===== src/verilog/serial_port_consts.vh =====
// register offsets, field positions, reset values and timing counts of the serial port
`ifndef SERIAL_PORT_CONSTS_VH
`define SERIAL_PORT_CONSTS_VH

// register offsets
`define SP_ADDR_AUX_CTRL   8'h87
`define SP_ADDR_CONTROL    8'h98
`define SP_ADDR_DATA_BUF   8'h99
`define SP_ADDR_IRQ_STATUS 8'ha0
`define SP_ADDR_IRQ_CLEAR  8'ha1
`define SP_ADDR_IRQ_ENABLE 8'ha2
`define SP_ADDR_GIVEN      8'ha9
`define SP_ADDR_BROADCAST  8'hb9

// serial_control fields
`define SP_CTL_MODE0_FE 7
`define SP_CTL_MODE1    6
`define SP_CTL_MPCHK    5
`define SP_CTL_REN      4
`define SP_CTL_TB8      3
`define SP_CTL_RB8      2
`define SP_CTL_TDONE    1
`define SP_CTL_RDONE    0

// aux control fields
`define SP_AUX_BAUD_DBL  7
`define SP_AUX_FRAME_CHK 6

// interrupt status fields
`define SP_IRQ_RX 0
`define SP_IRQ_TX 1
`define SP_IRQ_FE 2

// reset values
`define SP_CONTROL_RST   8'h00
`define SP_DATA_RST      8'h00
`define SP_AUX_RST       8'h00
`define SP_ADDR_REG_RST  8'h00
`define SP_IRQ_RST       3'h0

// mode 0 clocks per bit (12 or 4), halved for the shift clock half period
`define SP_M0_DIV_CLASSIC 12
`define SP_M0_DIV_FAST    4
// mode 2 clocks per bit (64, or 32 doubled) and t1 overflows per bit (32 or 16)
`define SP_M2_DIV_BIT     64
`define SP_M2_DIV_BIT_DBL 32
`define SP_T1_DIV_BIT     32
`define SP_T1_DIV_BIT_DBL 16
// oversampling ticks per bit and mid-bit sample point
`define SP_OVERSAMPLE     16
`define SP_SAMPLE_MID     7
`define SP_SAMPLE_LAST    15
`define SP_M0_BITS        8

`endif


===== src/verilog/serial_port_core.v =====
// serial port core: control register, data buffers, transmitter and receiver
//
// Summary of operation
// async modes send and receive independently
// received byte held while next shifts in
// one data address: write tx, read rx
// any data buffer write starts transmission
// software sets port latches for serial pins
// control register at 98h, resets zero
// bit 7 is frame error when checking
// mode 0 clock: sysclk/12, or /4
// mode 1 check: stop one, address match
// modes 2/3 check: ninth one, address match
// transmit done set after last bit
// receive done set per mode end point
// mode 0 reception restarts on enable rise
// modes 1/3: timer 1 overflows /32 or /16
`include "serial_port_consts.vh"
`timescale 1ns/1ps
`default_nettype none

module serial_port_core (
  input  wire       REF_CLK,
  input  wire       NRST,
  input  wire [7:0] ADDR,
  input  wire [7:0] WDATA,
  input  wire       WR,
  input  wire       RD,
  output reg  [7:0] RDATA,
  input  wire       T1_OVF,
  input  wire       RXD_IN,
  output reg        RXD_OUT,
  output reg        RXD_OE_N,
  output reg        TXD,
  output wire       IRQ
);

  localparam TX_IDLE  = 3'b001;
  localparam TX_ASYNC = 3'b010;
  localparam TX_SYNC  = 3'b100;
  localparam RX_IDLE  = 4'b0001;
  localparam RX_START = 4'b0010;
  localparam RX_DATA  = 4'b0100;
  localparam RX_STOP  = 4'b1000;

  // shared counts as integers, cut to width where they are used
  localparam integer OS_M2     = (`SP_M2_DIV_BIT / `SP_OVERSAMPLE) - 1;
  localparam integer OS_M2_DBL = (`SP_M2_DIV_BIT_DBL / `SP_OVERSAMPLE) - 1;
  localparam integer OS_T1     = (`SP_T1_DIV_BIT / `SP_OVERSAMPLE) - 1;
  localparam integer OS_T1_DBL = (`SP_T1_DIV_BIT_DBL / `SP_OVERSAMPLE) - 1;
  localparam integer M0_SLOW   = (`SP_M0_DIV_CLASSIC / 2) - 1;
  localparam integer M0_FAST   = (`SP_M0_DIV_FAST / 2) - 1;
  localparam integer TICK_MID  = `SP_SAMPLE_MID;
  localparam integer TICK_LAST = `SP_SAMPLE_LAST;
  localparam integer M0_BITS   = `SP_M0_BITS;

  // control register fields, plus aux, receive buffer, address and interrupt registers
  reg       mode0_ff, mode1_ff, mpchk_ff, ren_ff, ren_prev_ff, tb8_ff;
  reg       rb8_ff, tdone_ff, rdone_ff, fe_ff, baud_dbl_ff, frame_chk_ff;
  reg [7:0] rbuf_ff;
  reg [7:0] given_ff;
  reg [7:0] bcast_ff;
  reg [2:0] irq_stat_ff;
  reg [2:0] irq_en_ff;

  // engines
  reg [2:0]  tx_state_ff;
  reg [10:0] tx_shift_ff;
  reg [3:0]  tx_bits_ff;
  reg [3:0]  tx_tick_ff;
  reg        m0_rx_ff;
  reg        m0_phase_ff;
  reg [7:0]  m0_rshift_ff;
  reg [3:0]  rx_state_ff;
  reg [3:0]  rx_tick_ff;
  reg [3:0]  rx_bits_ff;
  reg [8:0]  rx_shift_ff;
  reg        rxd_prev_ff;

  wire rxd_s;
  wire os_tick;
  wire m0_half;

  wire wr_ctl  = WR && (ADDR == `SP_ADDR_CONTROL);
  wire wr_data = WR && (ADDR == `SP_ADDR_DATA_BUF);
  wire wr_aux  = WR && (ADDR == `SP_ADDR_AUX_CTRL);

  wire is_m0   = !mode0_ff && !mode1_ff;
  wire is_m1   = !mode0_ff && mode1_ff;
  wire is_m2   = mode0_ff && !mode1_ff;
  wire nine    = mode0_ff;

  serial_sync2 #(
    .RST_VAL (1'b1)
  ) u_rxd_sync (
    .clk   (REF_CLK),
    .rst_n (NRST),
    .d     (RXD_IN),
    .q     (rxd_s)
  );

  // 16x oversample tick: mode 2 from sysclk, modes 1/3 from timer 1
  wire [5:0] os_limit = is_m2 ?
    (baud_dbl_ff ? OS_M2_DBL[5:0] : OS_M2[5:0]) :
    (baud_dbl_ff ? OS_T1_DBL[5:0] : OS_T1[5:0]);

  serial_pulse_div #(
    .WIDTH (6)
  ) u_os_div (
    .clk     (REF_CLK),
    .rst_n   (NRST),
    .restart (wr_data),  // exact 16-tick start bit; a running receive slips under a tick
    .en      (is_m2 ? 1'b1 : T1_OVF),
    .limit   (os_limit),
    .pulse   (os_tick)
  );

  // mode 0 half-bit pulse, realigned at each start
  wire m0_start_tx = wr_data && is_m0;
  wire m0_start_rx = is_m0 && ren_ff && !ren_prev_ff && !rdone_ff &&
                     (tx_state_ff == TX_IDLE);
  wire [5:0] m0_limit = mpchk_ff ? M0_FAST[5:0] : M0_SLOW[5:0];

  serial_pulse_div #(
    .WIDTH (6)
  ) u_m0_div (
    .clk     (REF_CLK),
    .rst_n   (NRST),
    .restart (m0_start_tx || m0_start_rx),
    .en      (1'b1),
    .limit   (m0_limit),
    .pulse   (m0_half)
  );

  // hardware events
  reg       tx_done_ev;
  reg       rx_load_ev;
  reg       fe_ev;
  reg [7:0] rx_load_data;
  reg       rx_load_b8;

  wire [7:0] rx_data8 = nine ? rx_shift_ff[7:0] : rx_shift_ff[8:1];
  wire       addr_ok  = (rx_data8 == given_ff) || (rx_data8 == bcast_ff);
  wire       rx_mid   = os_tick &&
                        (rx_tick_ff == ((rx_state_ff == RX_START) ?
                         TICK_MID[3:0] : TICK_LAST[3:0]));

  // completion events of both engines
  always @* begin
    tx_done_ev   = 1'b0;
    rx_load_ev   = 1'b0;
    fe_ev        = 1'b0;
    rx_load_data = rx_data8;
    rx_load_b8   = rxd_s;
    if (tx_state_ff == TX_ASYNC && os_tick && tx_tick_ff == TICK_LAST[3:0] &&
        tx_bits_ff == 4'h1 && !wr_data)
      tx_done_ev = 1'b1;
    if (tx_state_ff == TX_SYNC && m0_half && m0_phase_ff &&
        tx_bits_ff == 4'h1) begin
      if (m0_rx_ff) begin
        rx_load_ev   = !rdone_ff;
        // all eight bits were captured at the rising shift clock edges
        rx_load_data = m0_rshift_ff;
        rx_load_b8   = rb8_ff;
      end else begin
        tx_done_ev = 1'b1;
      end
    end
    if (rx_mid && rx_state_ff == RX_STOP) begin
      fe_ev = !rxd_s;
      // mode 1 ends at the stop bit
      if (is_m1 && !rdone_ff && (!mpchk_ff || (rxd_s && addr_ok)))
        rx_load_ev = 1'b1;
    end
    // modes 2/3 end at the ninth bit, before the stop
    if (rx_mid && rx_state_ff == RX_DATA && nine &&
        rx_bits_ff == 4'h8) begin
      rx_load_data = rx_shift_ff[8:1];
      rx_load_b8   = rxd_s;
      rx_load_ev   = !rdone_ff &&
                     (!mpchk_ff || (rxd_s && (rx_shift_ff[8:1] == given_ff ||
                                              rx_shift_ff[8:1] == bcast_ff)));
    end
  end

  // control, aux and address registers; hardware set wins over write
  always @(posedge REF_CLK or negedge NRST) begin
    if (!NRST) begin
      {mode0_ff, mode1_ff, mpchk_ff, ren_ff, tb8_ff, rb8_ff, tdone_ff,
       rdone_ff} <= `SP_CONTROL_RST;
      fe_ff        <= 1'b0;
      ren_prev_ff  <= 1'b0;
      baud_dbl_ff  <= 1'b0;
      frame_chk_ff <= 1'b0;
      rbuf_ff      <= `SP_DATA_RST;
      given_ff     <= `SP_ADDR_REG_RST;
      bcast_ff     <= `SP_ADDR_REG_RST;
    end else begin
      ren_prev_ff <= ren_ff;
      if (wr_ctl) begin
        if (frame_chk_ff)
          fe_ff <= WDATA[`SP_CTL_MODE0_FE] || fe_ev;
        else
          mode0_ff <= WDATA[`SP_CTL_MODE0_FE];
        mode1_ff <= WDATA[`SP_CTL_MODE1];
        mpchk_ff <= WDATA[`SP_CTL_MPCHK];
        ren_ff   <= WDATA[`SP_CTL_REN];
        tb8_ff   <= WDATA[`SP_CTL_TB8];
        rb8_ff   <= rx_load_ev ? rx_load_b8 : WDATA[`SP_CTL_RB8];
        tdone_ff <= WDATA[`SP_CTL_TDONE] || tx_done_ev;
        rdone_ff <= WDATA[`SP_CTL_RDONE] || rx_load_ev;
      end else begin
        if (fe_ev && frame_chk_ff)
          fe_ff <= 1'b1;
        if (rx_load_ev)
          rb8_ff <= rx_load_b8;
        if (tx_done_ev)
          tdone_ff <= 1'b1;
        if (rx_load_ev)
          rdone_ff <= 1'b1;
      end
      // holding register only changes on an accepted frame
      if (rx_load_ev)
        rbuf_ff <= rx_load_data;
      if (wr_aux) begin
        baud_dbl_ff  <= WDATA[`SP_AUX_BAUD_DBL];
        frame_chk_ff <= WDATA[`SP_AUX_FRAME_CHK];
      end
      if (WR && ADDR == `SP_ADDR_GIVEN)
        given_ff <= WDATA;
      if (WR && ADDR == `SP_ADDR_BROADCAST)
        bcast_ff <= WDATA;
    end
  end

  // interrupt status: sticky, write-one clear, set beats clear
  wire [2:0] irq_set = {fe_ev, tx_done_ev, rx_load_ev};
  wire [2:0] irq_clr = (WR && ADDR == `SP_ADDR_IRQ_CLEAR) ? WDATA[2:0] : 3'h0;

  always @(posedge REF_CLK or negedge NRST) begin
    if (!NRST) begin
      irq_stat_ff <= `SP_IRQ_RST;
      irq_en_ff   <= `SP_IRQ_RST;
    end else begin
      irq_stat_ff <= (irq_stat_ff & ~irq_clr) | irq_set;
      if (WR && ADDR == `SP_ADDR_IRQ_ENABLE)
        irq_en_ff <= WDATA[2:0];
    end
  end

  assign IRQ = |(irq_stat_ff & irq_en_ff);

  // read port: data one cycle after the strobe, zero otherwise
  always @(posedge REF_CLK or negedge NRST) begin
    if (!NRST) begin
      RDATA <= 8'h00;
    end else if (RD) begin
      case (ADDR)
        `SP_ADDR_CONTROL:    RDATA <= {frame_chk_ff ? fe_ff : mode0_ff, mode1_ff,
                                       mpchk_ff, ren_ff, tb8_ff, rb8_ff, tdone_ff,
                                       rdone_ff};
        `SP_ADDR_DATA_BUF:   RDATA <= rbuf_ff;
        `SP_ADDR_AUX_CTRL:   RDATA <= {baud_dbl_ff, frame_chk_ff, 6'h00};
        `SP_ADDR_IRQ_STATUS: RDATA <= {5'h00, irq_stat_ff};
        `SP_ADDR_IRQ_ENABLE: RDATA <= {5'h00, irq_en_ff};
        `SP_ADDR_GIVEN:      RDATA <= given_ff;
        `SP_ADDR_BROADCAST:  RDATA <= bcast_ff;
        default:             RDATA <= 8'h00;
      endcase
    end else begin
      RDATA <= 8'h00;
    end
  end

  // transmitter; also runs mode 0 reception since that mode shares one pin pair
  always @(posedge REF_CLK or negedge NRST) begin
    if (!NRST) begin
      tx_state_ff  <= TX_IDLE;
      tx_shift_ff  <= 11'h7ff;
      tx_bits_ff   <= 4'h0;
      tx_tick_ff   <= 4'h0;
      m0_rx_ff     <= 1'b0;
      m0_phase_ff  <= 1'b0;
      m0_rshift_ff <= 8'h00;
    end else if (wr_data) begin
      // a write always restarts, even mid-frame
      tx_tick_ff  <= 4'h0;
      m0_rx_ff    <= 1'b0;
      m0_phase_ff <= 1'b0;
      if (is_m0) begin
        tx_state_ff <= TX_SYNC;
        tx_shift_ff <= {3'h7, WDATA};
        tx_bits_ff  <= M0_BITS[3:0];
      end else begin
        tx_state_ff <= TX_ASYNC;
        tx_shift_ff <= {1'b1, nine ? tb8_ff : 1'b1, WDATA, 1'b0};
        tx_bits_ff  <= nine ? 4'hb : 4'ha;
      end
    end else begin
      case (tx_state_ff)
        TX_IDLE: begin
          if (m0_start_rx) begin
            tx_state_ff <= TX_SYNC;
            m0_rx_ff    <= 1'b1;
            m0_phase_ff <= 1'b0;
            tx_bits_ff  <= M0_BITS[3:0];
          end
        end
        TX_ASYNC: begin
          if (os_tick) begin
            tx_tick_ff <= tx_tick_ff + 4'h1;
            if (tx_tick_ff == TICK_LAST[3:0]) begin
              tx_shift_ff <= {1'b1, tx_shift_ff[10:1]};
              tx_bits_ff  <= tx_bits_ff - 4'h1;
              if (tx_bits_ff == 4'h1)
                tx_state_ff <= TX_IDLE;
            end
          end
        end
        TX_SYNC: begin
          if (m0_half) begin
            m0_phase_ff <= !m0_phase_ff;
            // rising shift clock edge: capture; falling: advance
            if (!m0_phase_ff && m0_rx_ff)
              m0_rshift_ff <= {rxd_s, m0_rshift_ff[7:1]};
            if (m0_phase_ff) begin
              tx_shift_ff <= {1'b1, tx_shift_ff[10:1]};
              tx_bits_ff  <= tx_bits_ff - 4'h1;
              if (tx_bits_ff == 4'h1)
                tx_state_ff <= TX_IDLE;
            end
          end
        end
        default: tx_state_ff <= TX_IDLE;
      endcase
    end
  end

  // async receiver, independent of the transmitter
  always @(posedge REF_CLK or negedge NRST) begin
    if (!NRST) begin
      rx_state_ff <= RX_IDLE;
      rx_tick_ff  <= 4'h0;
      rx_bits_ff  <= 4'h0;
      rx_shift_ff <= 9'h000;
      rxd_prev_ff <= 1'b1;
    end else begin
      rxd_prev_ff <= rxd_s;
      if (os_tick && rx_state_ff != RX_IDLE)
        rx_tick_ff <= rx_mid ? 4'h0 : rx_tick_ff + 4'h1;
      case (rx_state_ff)
        RX_IDLE: begin
          if (!is_m0 && ren_ff && rxd_prev_ff && !rxd_s) begin
            rx_state_ff <= RX_START;
            rx_tick_ff  <= 4'h0;
            rx_bits_ff  <= 4'h0;
          end
        end
        RX_START: begin
          // a start bit high at mid-bit was a glitch
          if (rx_mid)
            rx_state_ff <= rxd_s ? RX_IDLE : RX_DATA;
        end
        RX_DATA: begin
          if (rx_mid) begin
            rx_shift_ff <= {rxd_s, rx_shift_ff[8:1]};
            rx_bits_ff  <= rx_bits_ff + 4'h1;
            if (rx_bits_ff == (nine ? 4'h8 : 4'h7))
              rx_state_ff <= RX_STOP;
          end
        end
        RX_STOP: begin
          if (rx_mid)
            rx_state_ff <= RX_IDLE;
        end
        default: rx_state_ff <= RX_IDLE;
      endcase
      if (is_m0)
        rx_state_ff <= RX_IDLE;
    end
  end

  // pins from flops; mode 0 drives data on the receive pin
  always @(posedge REF_CLK or negedge NRST) begin
    if (!NRST) begin
      TXD      <= 1'b1;
      RXD_OUT  <= 1'b1;
      RXD_OE_N <= 1'b1;
    end else begin
      TXD      <= (tx_state_ff == TX_SYNC) ? m0_phase_ff :
                  (tx_state_ff == TX_ASYNC) ? tx_shift_ff[0] : 1'b1;
      RXD_OUT  <= tx_shift_ff[0];
      RXD_OE_N <= !(tx_state_ff == TX_SYNC && !m0_rx_ff);
    end
  end

endmodule // serial_port_core

`default_nettype wire


===== src/verilog/serial_sync2.v =====
// two flip-flop synchroniser for a pin input
`timescale 1ns/1ps
`default_nettype none

module serial_sync2 #(
  parameter RST_VAL = 1'b1
) (
  input  wire clk,
  input  wire rst_n,
  input  wire d,
  output wire q
);

  reg meta_ff;
  reg sync_ff;

  // first stage feeds only the second
  always @(posedge clk or negedge rst_n) begin
    if (!rst_n) begin
      meta_ff <= RST_VAL;
      sync_ff <= RST_VAL;
    end else begin
      meta_ff <= d;
      sync_ff <= meta_ff;
    end
  end

  assign q = sync_ff;

endmodule // serial_sync2

`default_nettype wire


===== src/verilog/serial_pulse_div.v =====
// pulse divider: one output pulse per limit+1 enable pulses
`timescale 1ns/1ps
`default_nettype none

module serial_pulse_div #(
  parameter WIDTH = 4
) (
  input  wire             clk,
  input  wire             rst_n,
  input  wire             restart,
  input  wire             en,
  input  wire [WIDTH-1:0] limit,
  output wire             pulse
);

  reg [WIDTH-1:0] cnt_ff;

  assign pulse = en && (cnt_ff >= limit) && !restart;

  // restart realigns the phase so a frame starts a full period out
  always @(posedge clk or negedge rst_n) begin
    if (!rst_n)
      cnt_ff <= {WIDTH{1'b0}};
    else if (restart || pulse)
      cnt_ff <= {WIDTH{1'b0}};
    else if (en)
      cnt_ff <= cnt_ff + {{(WIDTH-1){1'b0}}, 1'b1};
  end

endmodule // serial_pulse_div

`default_nettype wire


===== config.mk =====
export PLATFORM = sky130hd
export DESIGN_NAME = serial_port_core
export DESIGN_NICKNAME = d
export VERILOG_FILES = /design/src/verilog/serial_port_core.v /design/src/verilog/serial_sync2.v /design/src/verilog/serial_pulse_div.v
export VERILOG_INCLUDE_DIRS = /design/src /design/src/verilog
export SDC_FILE = /design/constraint.sdc
export NUM_CORES = 1
export LEC_CHECK = 0
export BUFFER_PORTS_ARGS = -buffer_cell sky130_fd_sc_hd__buf_4
export CORE_MARGIN = 2
export CORE_UTILIZATION = 51
export DETAILED_ROUTE_END_ITERATION = 8
export PLACE_DENSITY = 0.78
export SETUP_SLACK_MARGIN = 0.3
export SLEW_MARGIN = 20
export SYNTH_ARGS = -nofsm -noshare
export SYNTH_HDL_FRONTEND = slang
export SYNTH_SLANG_ARGS = --single-unit

===== constraint.sdc =====
create_clock -name REF_CLK -period 4.7 [get_ports REF_CLK]
set_clock_uncertainty 0.2 [all_clocks]
set_input_delay 0.235 -clock REF_CLK [delete_from_list [all_inputs] [get_ports REF_CLK]]
set_output_delay 0.235 -clock REF_CLK [all_outputs]
set_load 0.01 [all_outputs]

==> flow_metrics.py <==
metrics = {
    "hold_path": {
        "min_path_cells": 3,
        "whs_endpoint": "frame_chk_ff",
        "worstHoldStart": "WR",
        "hold_class": "primary input to flip-flop",
    },
    "critical_path": {
        "cp-startpoint": "mode1_ff",
        "worstSetupPathType": "flip-flop to flip-flop",
        "cp-end-kind": "flip-flop",
        "crit_path_start_kind": "flip-flop",
        "r2r_end": "rbuf_ff[3]",
        "path_cells": "nand2b_1, or2_2, ha_1, or4_1, a211o_1, nand3_1, or4_4, mux2_4, o22a_1, mux2_4",
        "r2r_cells": 10,
        "required_ns": 4.80,
        "worst-path-buf-inv": 0,
        "worstPathArrival_ns": 4.08,
        "slowest_delay_ns": 0.56,
        "cpMaxStageDelayCell": "or4_1",
        "path_max_fanout": 10,
        "reg2reg_slack_ns": 0.73,
        "cp_common_cell": "mux2_4",
        "crit_family": "simple AND/OR/NAND/NOR gates",
        "r2r-start": "mode1_ff",
    },
    "synthesis": {
        "synth-async-reset-ratio_pct": 100,
        "muxShareOfSynthArea_pct": 15.6,
        "yosys.area_share.simple_pct": 15.1,
        "yosysUniqueCellTypes": 65,
        "ys.flop_type": "dfrtp_1",
        "synth_edf_count": 0,
        "yosys.area_share.adder_pct": 2.47,
        "synth_seq_cells": 120,
        "synth_area_um2": 6590,
        "synth_area_per_cell_um2": 10.6,
        "synth_top_family_by_area": "multiplexers",
        "syn_inst": 623,
        "synth_xor_area_share_pct": 6.00,
        "ys_warn_count": 0,
        "synth-seq-area-share_pct": 45.9,
        "synth_compound_area_share_pct": 11.9,
    },
    "power_and_ir_drop": {
        "power.switching_mw": 0.816,
        "cellPowerDensity_nw_per_um2": 392,
        "worst_ir_drop_vdd_mv": 0.286,
        "power_mw": 3.02,
        "power.leakage_nw": 3.43,
        "seqPwrFrac_pct": 41.3,
        "clkPwrFrac_pct": 43.8,
        "p_comb_share_pct": 14.9,
        "swShare_pct": 27.0,
        "internal_power_mw": 2.21,
    },
    "clock_network": {
        "htreeDepth": 4,
        "post-cts-setup-buffers": 0,
        "clk_pin_slew_ns": 0.06,
        "ctsResizeCount": 0,
        "cts_tree": "yes",
        "clk_latency_ns": 0.42,
        "cts_made_buffers": 17,
        "cts_root_buf": "clkbuf_16",
        "ctsLongestPathBuffers": 2,
        "postCtsHoldBufs": 12,
        "clock_sinks": 120,
    },
    "final_layout": {
        "stdcell_count": 847,
        "antenna_cells": 0,
        "final_area_um2": 7700,
        "areaGrowthSynthToFinish_pct": 16.9,
        "layout.nets": 697,
        "final_layout_size_suffix_gt1_share_pct": 23.6,
    },
    "floorplanning": {
        "dieHeight_um": 118,
        "dieArea_um2": 13900,
        "dieWidth_um": 118,
        "io_pins": 34,
        "core_region_area_um2": 12600,
        "num_rows": 41,
        "start_util_pct": 52.2,
    },
    "placed_design": {
        "gp_congestion": 0.887,
        "dp_hpwl_um": 11200,
        "place_area_um2": 6970,
        "placed_cells": 803,
        "port_buffers": 33,
    },
    "routing": {
        "viasPerCell": 5.98,
        "drc": 0,
        "firstDrtPassIters": 9,
        "drtIter0Drc": 496,
        "routedWlPerCell_um": 18.9,
        "ant_nets": 0,
        "via_count": 5063,
        "routed_wl_um": 16000,
    },
    "timing": {
        "fin_crit_sh_pct": 84.5,
        "holdWs_ns": 0.0617,
        "max_slew_margin_pct": 32.1,
        "rsz0062_at_grt": "no",
        "fmax_mhz": 252,
        "min_period_ns": 3.97,
        "tightest_slew_ns": 1.00,
        "drv_slew": 0,
        "finalSetupTns_ns": 0,
        "setup_violations": 0,
        "finalHoldViolCount": 0,
    },
    "global_routing": {
        "grt_pass1_vias": 5130,
        "grt_pass1_wl_um": 26700,
        "grt_max_degree": 82,
        "grt.overflow.total": 0,
        "antenna_found_initial": 0,
        "grtUsageTotal_pct": 24.3,
    },
    "run": {
        "cap_viol_max_count": 0,
    },
    "outcome": {
        "status": "complete, no violations",
    },
}
## logic make-up after synthesis
group,Yosys count
AOI/OAI and AO/OA,117
and+or+nand+nor,189
DFF,120
adders and majority gates,13
xor gates and xnor gates,43
other,1
buffers and inverters,49
muxes,91
## area by class of cell
| class | instances | area, um^2 |
|---|---|---|
| inverter | 17 | 63.8 |
| sequential | 120 | 3030 |
| fill | 1029 | 4920 |
| tap | 172 | 215 |
| clock inverter | 12 | 149 |
| multi-input combinational | 455 | 3380 |
| timing repair buffer | 51 | 417 |
| clock buffer | 20 | 457 |
## cell usage in the layout, fill, tap and decap left out, types with 7 or more instances in the layout
cell type and count:
a31oi_1 7, nand2b_1 10, and3_1 8, dfstp_2 18, dlygate4sd3_1 12, mux2_4 9, mux2i_1 26, nand3_1 19
buf_4 38, nand4_1 10, mux2_2 50, dfrtp_1 102, clkbuf_16 17, inv_1 17, o22ai_1 16, ha_1 13
a21oi_1 19, a2bb2oi_1 8, o21ai_0 27, nor2_1 46, xnor2_1 36, nand2_1 45
## routing by layer
metal  part of all wire [%]  up-vias  GRT usage (%)
li1                       -     2342              -
met1                     44     2518           32.3
met2                     49      175           39.0
met3                    4.9       28           5.43
met4                    1.9        0           8.81
met5                      0        -              0
## worst max path at each step
stage | slack [ns] | to | cells past startpoint
4_1_cts | 0.77 | rbuf_ff[3] | 10
2_1_floorplan | 1.14 | rbuf_ff[0] | 12
3_5_place_dp | 0.82 | rbuf_ff[3] | 10
5_1_grt | 0.55 | rbuf_ff[3] | 10
6_report | 0.73 | rbuf_ff[3] | 10
3_3_place_gp | 0.94 | rbuf_ff[0] | 10
## power groups by stage
stage               clock network (mW)  logic (mW)  registers (mW)
floorplan                            0       0.323            1.22
global placement                     0       0.412            1.25
detailed placement                   0       0.431            1.26
CTS                               1.34       0.445            1.25
global route                      1.39       0.507            1.26
finish                            1.32       0.450            1.25
## Yosys cell counts, drive strengths merged, types with 2 or more instances
cell type	instances	area, um^2
dfrtp	102	2550
ha	13	163
a31oi	7	43.8
nor2	46	173
and2	5	31.3
xnor2	37	343
or3	5	31.3
nor4	3	18.8
nand2b	10	62.6
a221oi	3	26.3
nor4bb	2	20.0
o22ai	16	100
o211ai	6	45.0
nor4b	4	35.0
a2111oi	2	17.5
inv	17	63.8
mux2i	26	260
clkbuf	22	82.6
nand4b	4	35.0
nand2	45	169
o21a	3	22.5
o21ai	28	140
mux2	65	766
or4	7	56.3
dfstp	18	473
xor2	6	52.6
a211oi	2	15.0
buf	10	55.1
nor3	5	25.0
o41ai	2	17.5
o21ba	2	20.0
nor2b	4	25.0
a21oi	19	95.1
a2bb2oi	8	70.1
o31ai	2	15.0
nand3	20	113
a222oi	4	40.0
nor3b	3	22.5
o22a	3	26.3
or4b	3	33.8
and3	8	50.1
or2	5	31.3
nand4	10	62.6
## worst min-delay path: cells and delay by family
kind	cells	cell delay, ns
buffers and inverters	1	0.15
muxes	1	0.15
and+or+nand+nor	1	0.10
## registers in the layout, indices dropped and copies added (netlist names), 3 cells and up
| signal | count |
|---|---|
| tx_shift_ff | 10 |
| rx_shift_ff | 9 |
| RDATA | 8 |
| bcast_ff | 8 |
| given_ff | 8 |
| m0_rshift_ff | 8 |
| rbuf_ff | 8 |
| u_m0_div.cnt_ff | 6 |
| u_os_div.cnt_ff | 6 |
| rx_bits_ff | 4 |
| rx_state_ff | 4 |
| rx_tick_ff | 4 |
| tx_bits_ff | 4 |
| tx_tick_ff | 4 |
| irq_en_ff | 3 |
| irq_stat_ff | 3 |
| tx_state_ff | 3 |
## stage by stage
stage / util (%) / setup WS, ns
after floorplan: - / 1.14
after global placement: 55.2 / 0.940
after detailed placement: 55.2 / 0.822
after CTS: 61.0 / 0.770
after global routing: 61.0 / 0.546
final: 61.0 / 0.728
Note: power is estimated with default switching activity, not from simulation.
